[src/hw/csf_pkg.sv]
// Package of constants for the codec status flag register group.
// Assumes an APB master with 32-bit data; registers sit at four times their index.
package csf_pkg;

    // ==========================================================
    // Bus and register indices
    localparam int          APB_AW      = 12;
    localparam logic [7:0]  IDX_PWR     = 8'h5E;
    localparam logic [7:0]  IDX_SHORT   = 8'h5F;
    localparam logic [7:0]  IDX_STICKY  = 8'h60;
    localparam logic [7:0]  IDX_LIVE    = 8'h61;
    localparam logic [7:0]  IDX_CTRL    = 8'h63;
    localparam logic [7:0]  IDX_BTN_CLR = 8'h0E;

    // ==========================================================
    // Field positions
    localparam int P_LDAC  = 7;
    localparam int P_RDAC  = 6;
    localparam int P_MONO  = 5;
    localparam int P_LLO   = 4;
    localparam int P_RLO   = 3;
    localparam int P_HPL   = 2;
    localparam int P_HPR   = 1;
    localparam int S_LCOM  = 3;
    localparam int S_RCOM  = 2;
    localparam int F_SCHI  = 7;
    localparam int F_SCLO  = 4;
    localparam int F_BTN   = 3;
    localparam int F_HS    = 2;
    localparam int F_NGL   = 1;
    localparam int F_NGR   = 0;
    localparam int C_CONT  = 0;

    // ==========================================================
    // Reset values and timing
    localparam logic [7:0]  STATUS_RST          = 8'h00;
    localparam logic [31:0] RDATA_RST           = 32'h0000_0000;
    localparam int          CLK_MHZ             = 10;
    localparam int          IRQ_PULSE_PERIOD_US = 1000;
    localparam int          CNT_W               = 14;

    // Byte address of a register index
    function automatic logic [APB_AW-1:0] csf_byte_addr(input logic [7:0] idx);
        return {2'h0, idx, 2'h0};
    endfunction

    function automatic logic csf_hit(input logic [APB_AW-1:0] a, input logic [7:0] idx);
        return a == csf_byte_addr(idx);
    endfunction

endpackage

[src/hw/csf_sync.sv]
// Two-flop synchroniser bank for status levels.
// Assumes the inputs are asynchronous levels from the analog side.
`timescale 1ns/10ps
module csf_sync #(
    parameter int W = 17
) (
    // Clock and reset
    input  wire logic         clk,
    input  wire logic         rst,
    // Levels
    input  wire logic [W-1:0] d,
    output logic      [W-1:0] q
);
    typedef struct packed {
        logic [W-1:0] m1;
        logic [W-1:0] m2;
    } csf_sync_t;

    csf_sync_t s_q;
    csf_sync_t s_d;

    always_comb begin
        s_d    = s_q;
        s_d.m1 = d;
        s_d.m2 = s_q.m1;
    end

    always_ff @(posedge clk or posedge rst) begin
        if (rst) begin
            s_q <= '0;
        end else begin
            s_q <= s_d;
        end
    end

    assign q = s_q.m2;
endmodule // csf_sync

[src/hw/csf_status_flags.sv]
// Status and event flag registers of a stereo codec, reached over APB.
// Assumes asynchronous status levels from analog detectors; one 10 MHz clock.
`timescale 1ns/10ps
// Operation
// (RULE1) Power register bit 7 shows left DAC fully powered.
// (RULE2) Power register bit 6 shows right DAC fully powered.
// (RULE3) Power register bit 5 shows mono line driver powered up.
// (RULE4) Power register bit 4 shows left line driver powered up.
// (RULE5) Power register bit 3 shows right line output fully powered.
// (RULE6) Power bits 2 and 1 show left and right headphone drivers powered.
// (RULE7) Host leaves reserved power bit 0 unwritten.
// (RULE8) Short register bits 7..4 show shorts on the four drivers.
// (RULE9) Short register bits 3 and 2 show common drivers powered.
// (RULE10) Host leaves short register bits 1..0 alone; they read zero.
// (RULE11) Sticky register latches driver shorts in bits 7..4.
// (RULE12) Sticky bit 2 sets on headset insertion or removal.
// (RULE13) Sticky bit 3 sets on a headset button press.
// (RULE14) Bits 1 and 0 show left and right noise gate conditions.
// (RULE15) Live register bits 7..4 and noise bits track present state.
// (RULE16) Live bit 2 shows a headset currently present.
// (RULE17) Live button bit stays set until the button clear register is read.
// (RULE18) Continuous mode pulses the interrupt until the sticky register is read.
// (RULE19) Status registers are read-only, ignore writes, read zero after reset.
// (RULE20) Reading the sticky register clears its latched bits, then relatches.
module csf_status_flags
    import csf_pkg::*;
#(
    parameter int unsigned IRQ_PULSE_CYCLES = IRQ_PULSE_PERIOD_US * CLK_MHZ
) (
    // Clock and reset
    input  wire logic                       clk,
    input  wire logic                       rst,
    // APB slave
    input  wire logic                       psel,
    input  wire logic                       penable,
    input  wire logic                       pwrite,
    input  wire logic [csf_pkg::APB_AW-1:0] paddr,
    input  wire logic [31:0]                pwdata,
    output logic      [31:0]                prdata,
    output logic                            pready,
    output logic                            pslverr,
    // Power state levels
    input  wire logic                       left_dac_pwr,
    input  wire logic                       right_dac_pwr,
    input  wire logic                       mono_diff_line_out_pwr,
    input  wire logic                       left_diff_line_out_pwr,
    input  wire logic                       right_diff_line_out_pwr,
    input  wire logic                       left_headphone_driver_pwr,
    input  wire logic                       right_headphone_driver_pwr,
    input  wire logic                       left_common_driver_pwr,
    input  wire logic                       right_common_driver_pwr,
    // Short circuit levels
    input  wire logic                       left_headphone_driver_short,
    input  wire logic                       right_headphone_driver_short,
    input  wire logic                       left_common_driver_short,
    input  wire logic                       right_common_driver_short,
    // Headset, button and noise gate levels
    input  wire logic                       headset_present,
    input  wire logic                       button_pressed,
    input  wire logic                       left_noise_gate,
    input  wire logic                       right_noise_gate,
    // Interrupt pulse train
    output logic                            irq_pulse
);
    import csf_pkg::*;

    localparam logic [CNT_W-1:0] CNT_LAST = CNT_W'(IRQ_PULSE_CYCLES - 1);

    // ==========================================================
    // Synchronised inputs
    logic       sy_ldac;
    logic       sy_rdac;
    logic       sy_mono;
    logic       sy_llo;
    logic       sy_rlo;
    logic       sy_hpl;
    logic       sy_hpr;
    logic       sy_lcom;
    logic       sy_rcom;
    logic [3:0] sy_short;
    logic       sy_hs;
    logic       sy_btn;
    logic       sy_ngl;
    logic       sy_ngr;
    logic [16:0] sync_q;

    csf_sync #(
        .W (17)
    ) csf_sync_inst (
        .clk (clk),
        .rst (rst),
        .d   ({left_dac_pwr, right_dac_pwr, mono_diff_line_out_pwr,
               left_diff_line_out_pwr, right_diff_line_out_pwr,
               left_headphone_driver_pwr, right_headphone_driver_pwr,
               left_common_driver_pwr, right_common_driver_pwr,
               left_headphone_driver_short, right_headphone_driver_short,
               left_common_driver_short, right_common_driver_short,
               headset_present, button_pressed, left_noise_gate,
               right_noise_gate}),
        .q   (sync_q)
    );

    assign {sy_ldac, sy_rdac, sy_mono, sy_llo, sy_rlo, sy_hpl, sy_hpr,
            sy_lcom, sy_rcom, sy_short, sy_hs, sy_btn, sy_ngl, sy_ngr} = sync_q;

    // ==========================================================
    // State
    typedef struct packed {
        logic             hs_prev;
        logic             btn_prev;
        logic [7:0]       sticky;
        logic             live_btn;
        logic [31:0]      rdata;
        logic             err;
        logic             cont;
        logic             train;
        logic [CNT_W-1:0] cnt;
        logic             irq;
    } csf_state_t;

    csf_state_t s_q;
    csf_state_t s_d;

    logic       setup;
    logic       rd_done;
    logic       wr_done;
    logic       rd_sticky;
    logic       rd_btn_clr;
    logic       btn_rise;
    logic       hs_edge;
    logic [7:0] pwr_word;
    logic [7:0] short_word;
    logic [7:0] live_word;
    logic [7:0] sticky_set;
    logic [7:0] clr_mask;
    logic [7:0] kept;
    logic       mapped;

    assign setup      = psel && !penable;
    assign rd_done    = psel && penable && !pwrite;
    assign wr_done    = psel && penable && pwrite;
    assign rd_sticky  = rd_done && csf_hit(paddr, IDX_STICKY);
    assign rd_btn_clr = rd_done && csf_hit(paddr, IDX_BTN_CLR);
    assign btn_rise   = sy_btn && !s_q.btn_prev;
    assign hs_edge    = sy_hs ^ s_q.hs_prev;
    assign mapped     = csf_hit(paddr, IDX_PWR) || csf_hit(paddr, IDX_SHORT)
                     || csf_hit(paddr, IDX_STICKY) || csf_hit(paddr, IDX_LIVE)
                     || csf_hit(paddr, IDX_CTRL) || csf_hit(paddr, IDX_BTN_CLR);

    // ==========================================================
    // Next state
    always_comb begin
        s_d = s_q;

        pwr_word         = STATUS_RST;
        pwr_word[P_LDAC] = sy_ldac; // RULE1
        pwr_word[P_RDAC] = sy_rdac; // RULE2
        pwr_word[P_MONO] = sy_mono; // RULE3
        pwr_word[P_LLO]  = sy_llo; // RULE4
        pwr_word[P_RLO]  = sy_rlo; // RULE5
        pwr_word[P_HPL]  = sy_hpl; // RULE6
        pwr_word[P_HPR]  = sy_hpr; // RULE6

        short_word                = STATUS_RST;
        short_word[F_SCHI:F_SCLO] = sy_short; // RULE8
        short_word[S_LCOM]        = sy_lcom; // RULE9
        short_word[S_RCOM]        = sy_rcom; // RULE9

        live_word                = STATUS_RST;
        live_word[F_SCHI:F_SCLO] = sy_short; // RULE15
        live_word[F_BTN]         = s_q.live_btn;
        live_word[F_HS]          = sy_hs; // RULE16
        live_word[F_NGL]         = sy_ngl; // RULE14
        live_word[F_NGR]         = sy_ngr; // RULE14

        sticky_set                = STATUS_RST;
        sticky_set[F_SCHI:F_SCLO] = sy_short; // RULE11
        sticky_set[F_BTN]         = btn_rise; // RULE13
        sticky_set[F_HS]          = hs_edge; // RULE12
        sticky_set[F_NGL]         = sy_ngl; // RULE14
        sticky_set[F_NGR]         = sy_ngr; // RULE14

        // Clear only what was shown to the host; new events win
        clr_mask = rd_sticky ? s_q.rdata[7:0] : STATUS_RST; // RULE20
        kept     = s_q.sticky & ~clr_mask;
        s_d.sticky = kept | sticky_set; // RULE11

        s_d.hs_prev  = sy_hs;
        s_d.btn_prev = sy_btn;
        s_d.live_btn = (s_q.live_btn && !rd_btn_clr) || btn_rise; // RULE17

        // Read data and error are prepared in the setup phase
        if (setup) begin
            s_d.rdata = RDATA_RST;
            s_d.err   = !mapped;
            if (!pwrite) begin
                if (csf_hit(paddr, IDX_PWR)) begin
                    s_d.rdata[7:0] = pwr_word;
                end else if (csf_hit(paddr, IDX_SHORT)) begin
                    s_d.rdata[7:0] = short_word;
                end else if (csf_hit(paddr, IDX_STICKY)) begin
                    s_d.rdata[7:0] = s_q.sticky;
                end else if (csf_hit(paddr, IDX_LIVE)) begin
                    s_d.rdata[7:0] = live_word;
                end else if (csf_hit(paddr, IDX_CTRL)) begin
                    s_d.rdata[C_CONT] = s_q.cont;
                end
            end
        end

        // Status registers ignore writes; only control is writable
        if (wr_done && csf_hit(paddr, IDX_CTRL)) begin // RULE19
            s_d.cont = pwdata[C_CONT];
        end

        // Pulse train runs from a new latched event until the sticky read
        // A level still present after the read counts as new and keeps it running
        // Counter runs only while the train is on, so each train pulses at once
        s_d.train = ((s_q.train && !rd_sticky) || (|(sticky_set & ~kept)))
                    && s_q.cont; // RULE18
        if (s_q.train) begin
            s_d.cnt = (s_q.cnt == CNT_LAST) ? '0 : s_q.cnt + 1'b1;
        end else begin
            s_d.cnt = '0;
        end
        s_d.irq = s_q.train && (s_q.cnt == '0); // RULE18
    end

    always_ff @(posedge clk or posedge rst) begin
        if (rst) begin
            s_q <= '0; // RULE19
        end else begin
            s_q <= s_d;
        end
    end

    assign prdata    = s_q.rdata;
    assign pready    = 1'b1;
    assign pslverr   = s_q.err;
    assign irq_pulse = s_q.irq;
endmodule // csf_status_flags

[config.mk]
export PLATFORM = sky130hd
export DESIGN_NAME = csf_status_flags
export DESIGN_NICKNAME = d
export VERILOG_FILES = /design/src/hw/csf_pkg.sv /design/src/hw/csf_sync.sv /design/src/hw/csf_status_flags.sv
export SDC_FILE = /design/constraint.sdc
export NUM_CORES = 1
export LEC_CHECK = 0
export BUFFER_PORTS_ARGS = -buffer_cell sky130_fd_sc_hd__buf_4
export CORE_MARGIN = 2
export CORE_UTILIZATION = 27
export CTS_BUF_LIST = sky130_fd_sc_hd__clkbuf_8
export CTS_CLUSTER_SIZE = 40
export DETAILED_ROUTE_END_ITERATION = 7
export PLACE_DENSITY_LB_ADDON = 0.12
export SLEW_MARGIN = 30
export SYNTH_ARGS = -nofsm -noshare
export SYNTH_HDL_FRONTEND = slang
export SYNTH_SLANG_ARGS = --single-unit
[constraint.sdc]
create_clock -name clk -period 2.3 [get_ports clk]
set_clock_uncertainty 0.2 [all_clocks]
set_input_delay 0.46 -clock clk [delete_from_list [all_inputs] [get_ports clk]]
set_output_delay 0.46 -clock clk [all_outputs]
set_load 0.01 [all_outputs]
# [Word level (Yosys, flattened, before mapping)]
# Index checks and enable logic that the tools add are counted.
[op_classes] n_bitwise=6 reduce_logical=27 eq_ne=7 mux=10 n_addsub=1
[op_table] operator="$eq 12x9->1 const B" n=5
[op_table] operator="$mux 8" n=5
[op_table] operator="$mux 14" n=2
[op_table] operator="$and 8x8->8" n=2
[op_table] operator="$not 8->8" n=2
[op_table] operator="$add 14x1->14 const B" n=1
[op_table] operator="$eq 14x14->1 const B" n=1
[op_table] operator="$logic_not 14->1" n=1
[op_table] operator="$eq 12x6->1 const B" n=1
[op_table] operator="$logic_and 1x1->1" n=12
[op_table] operator="$or 8x8->8" n=1
[op_table] operator="$reduce_or 8->1" n=1
[op_table] operator="$logic_or 1x1->1" n=7
[op_table] operator="$mux 7" n=1
[op_table] operator="$logic_not 1->1" n=6
[op_table] operator="$mux 1" n=2
[op_table] operator="$xor 1x1->1" n=1
[word_totals] in_bits=66 regBits=71 word_cells=63

# [Depth between registers and ports, before layout]
[logic_depth] depth_word=11 depth_mapped=7 ltp_nobuf=6

# [By module]
# A second synthesis with hierarchy kept.
[unflattened] cells_unflattened=285 hier_area_um2=3141.8
[by_module_without_submodules] module="csf_status_flags" area_per_inst_um2=2287.2 cells_per_inst=250 instances=1 seq_area_each_um2=925.9
[by_module_without_submodules] module="csf_sync" area_per_inst_um2=854.6 cells_per_inst=35 instances=1 seq_area_each_um2=850.8

# [Worst setup path before layout]
# No wires, ideal clock.
[synth_path] path_kind="in2reg" start="in paddr[5] (netlist bit)" end="reg s_q[16] (netlist bit)" arrival_time_ns=1.806 setup_ns=0.125 setup_slack_ns=0.169 cell_stages=5 required_ns=1.975 cell_sequence="or4b_4 -> nor2_1 -> nand2_1 -> nor3_1 -> mux2_2"
[synth_via] elab_chain_cells=2
[synth_rtl] element="from (decl)" line_no="csf_status_flags.sv:37" rtl="input wire logic [csf_pkg::APB_AW-1:0] paddr,"
[synth_rtl] element="$eq 12x9->1" line_no="csf_pkg.sv:48" rtl="return a == csf_byte_addr(idx);"
[synth_rtl] element="$logic_and 1x1->1" line_no="csf_status_flags.sv:212" rtl="if (wr_done && csf_hit(paddr, IDX_CTRL)) begin"
[synth_rtl] element="to (signal assigned)" line_no="csf_status_flags.sv:231" rtl="s_q <= '0;"
[synth_rtl] element="to (signal assigned)" line_no="csf_status_flags.sv:233" rtl="s_q <= s_d;"
[synth_rtl] element="to (decl)" line_no="csf_status_flags.sv:121" rtl="csf_state_t s_q;"
# Every way passes these cells.
# A chain may end at the register's enable or synchronous reset.

==> metrics <==
Initial Util=27.6%; Detail Route Antenna Nets=0; Max stage delay on crit path=580 ps; Die W=112 um; routed vias/inst=4.33; worst slack, placed=-26.9 ps; hold-fix buffers at CTS=18; clock-pin slew on the worst setup and hold paths=80 ps; Layout Nets=431; WP data required=2380 ps; drt first pass iters=5; number of flops mapped to enable cells by yosys=0; PD cells=641 nW/um^2; status=finished clean; clock root cell=clkbuf_8; htree depth=3; critical path fanouts, max=7; Seq/Total Area, Yosys=56.4%; syn avg cell area=11.0 um^2; hold path depth=0; Num CTS Buffers=9; layout cells sized above 1=25.3%; FF+latch area=1780 um^2; min Tclk post-route=1960 ps; final setup fails=0; Final Max Tran Viols=0; distinct cell type count after synthesis=49; area of the multi-input gates=1120 um^2; total placed instance area=3640 um^2; CTS Sinks=71; flops & latches, synth=71; clock buffer depth=2; CTS tree=built; cell mode on critical path=buf_4; antenna cells=0; WL/cell=13.4 um; die area=12500 um^2; die height=112 um; layout filler cell count=1185; port bufs=44; largest net degree at the start of global routing=52; DRT Wirelength=6840 um; Fin. Hold Viols=0; I/O pin total=101; R2R depth=5; GR Util All Layers=11.9%; Hold Path Class=flip-flop to flip-flop; Tightest Pin Transition=502 ps; vias=2215; post-cts resize count=0; Worst Setup End Kind=flip-flop; Final Cell Area=4050 um^2; First DRT Iteration DRCs=124; max_slew headroom=66.5%; insertion delay to the later sink of the worst-skew pair=350 ps; vias in the first global route=2213; area growth from synthesis to layout=28.5%; critical path class=primary input to flip-flop; first-pass GRT wire length=11600 um; Placer Congestion=0.742; row cnt=39; Cells after Synth=285; setup ws final=338 ps; Main synth FF type=dfrtp_1; Design Power=2.59 mW; slowest library cell on the worst path=or4b_4; Mapped Area=3150 um^2; RSZ-0062 raised after global routing=no; post-route clock period utilization=85.3%; Post-DP HPWL=4940 um; # DRC=0; async set-reset flop share out of synthesis=100%; FMAX=510 MHz; initial antenna violation count=0; Leak=1.79 nW; postcts setup bufs=0; Overflow after GRT=0; crit path cell chain=buf_4 -> or4b_4 -> nor4_4 -> buf_4 -> or2b_1 -> a41oi_2; Max VDD drop=0.229 mV; Ys Warns=0; Max Cap Viol=0; Core ar.=11400 um^2; crit start category=primary input; crit path DAT=2040 ps
==> synthesized netlist by cell type (2+ instances only) <==
| library cell | number | area share [%] |
|---|---|---|
| inv_1 | 15 | 1.8 |
| mux2i_1 | 4 | 1.3 |
| nand2_1 | 28 | 3.3 |
| a32o_1 | 2 | 0.64 |
| nor4_4 | 2 | 1.4 |
| or4b_4 | 2 | 0.87 |
| a221oi_1 | 2 | 0.56 |
| nand2b_1 | 3 | 0.60 |
| nor3_1 | 5 | 0.79 |
| or4_1 | 4 | 0.95 |
| nand3_1 | 9 | 1.4 |
| nor4b_1 | 3 | 0.83 |
| a21oi_1 | 6 | 0.95 |
| ha_1 | 2 | 0.79 |
| a221o_1 | 2 | 0.64 |
| buf_4 | 33 | 7.9 |
| and3_1 | 2 | 0.40 |
| clkbuf_1 | 4 | 0.48 |
| nor4_1 | 2 | 0.40 |
| o22ai_1 | 3 | 0.60 |
| xnor2_1 | 5 | 1.4 |
| dfrtp_1 | 71 | 56 |
| a2bb2oi_1 | 2 | 0.56 |
| o221ai_1 | 2 | 0.56 |
| conb_1 | 2 | 0.24 |
| nor2_1 | 24 | 2.9 |
| o21ai_0 | 7 | 1.1 |
| a21o_1 | 9 | 2.1 |
| nand4_1 | 2 | 0.40 |
| a222oi_1 | 2 | 0.64 |
| xor2_1 | 8 | 2.2 |
==> layout make-up <==
cell class	count	area share, %
Multi-Input combinational cell	183	27.7
Tap cell	143	4.42
Clock buffer	9	3.06
Timing Repair Buffer	83	16.8
Sequential cell	71	43.9
Inverter	15	1.48
Clock inverter	7	2.57
==> power by group <==
group          switching, mW  internal [mW]  leakage (nW)
sequential            0.0149           1.28         0.856
clock                  0.500          0.623         0.114
combinational         0.0923         0.0838         0.822
==> stage by stage <==
stage	utilization (%)	instances	hold WS (ps)	setup TNS, ps
floorplan	-	308	131	0
global placement	31.9	477	136	-88.9
detailed placement	31.9	477	136	-105
CTS	35.4	511	121	0
global route	35.4	511	122	0
finish	35.4	511	142	0
==> cell usage in the layout (no fill, tap or decap), types with 3 or more instances in the layout <==
cell | Yosys | layout
mux2i_1 | 4 | 4
xor2_1 | 8 | 8
o21ai_0 | 7 | 7
buf_4 | 33 | 64
inv_1 | 15 | 14
nor3_1 | 5 | 5
nor4b_1 | 3 | 3
nor2_1 | 24 | 24
or4_1 | 4 | 4
dfrtp_1 | 71 | 71
nand2b_1 | 3 | 3
xnor2_1 | 5 | 5
dlygate4sd3_1 | 0 | 18
nand3_1 | 9 | 9
clkinv_4 | 0 | 3
nand2_1 | 28 | 28
a21oi_1 | 6 | 6
conb_1 | 2 | 25
clkbuf_8 | 0 | 9
a21o_1 | 9 | 9
o22ai_1 | 3 | 3
==> final timing paths <==
check,start,end,slack (ps)
setup / recovery,paddr[5],s_q[15],340
hold / removal,csf_sync_inst.s_d[9],csf_sync_inst.q[9],140
setup reg to reg,csf_sync_inst.q[5],s_q[15],530
hold reg to reg,csf_sync_inst.s_d[9],csf_sync_inst.q[9],140
max in group asynchronous,rst,csf_sync_inst.q[0],790
min in group asynchronous,rst,csf_sync_inst.q[9],490
==> state kept, by name, summed over array words and instances (netlist names) <==
name	flops
live_word	1
csf_sync_inst.q	17
irq_pulse	1
s_q	26
prdata	8
pslverr	1
csf_sync_inst.s_d	17
==> per-layer routing <==
layer / GRT usage (%) / routed length (um) / up-vias
li1: - / - / 1082
met1: 17.3 / 3490 / 1055
met2: 16.6 / 2870 / 68
met4: 4.63 / 114 / 0
met3: 3.81 / 368 / 10
met5: 0 / 0 / -
==> cells by family (layout without fill, tap and decap cells) <==
| family | count (synthesis) | in the layout | share of synthesized area [%] |
|---|---|---|---|
| adder cells (fa/ha/maj) | 2 | 2 | 0.795 |
| XOR/XNOR | 13 | 13 | 3.62 |
| AO/OA/AOI/OAI | 43 | 43 | 10.1 |
| flip-flops | 71 | 71 | 56.4 |
| AND/OR/NAND/NOR | 95 | 95 | 16.5 |
| other | 2 | 25 | 0.239 |
| multiplexers | 5 | 5 | 1.63 |
| buffers and inverters | 54 | 114 | 10.7 |
==> critical path, delay by kind of cell <==
family,cells,cell delay [ps]
buffers and inverters,2,310
AO/OA/AOI/OAI,1,160
AND/OR/NAND/NOR,3,1100
(Power assumes the default switching activity.)
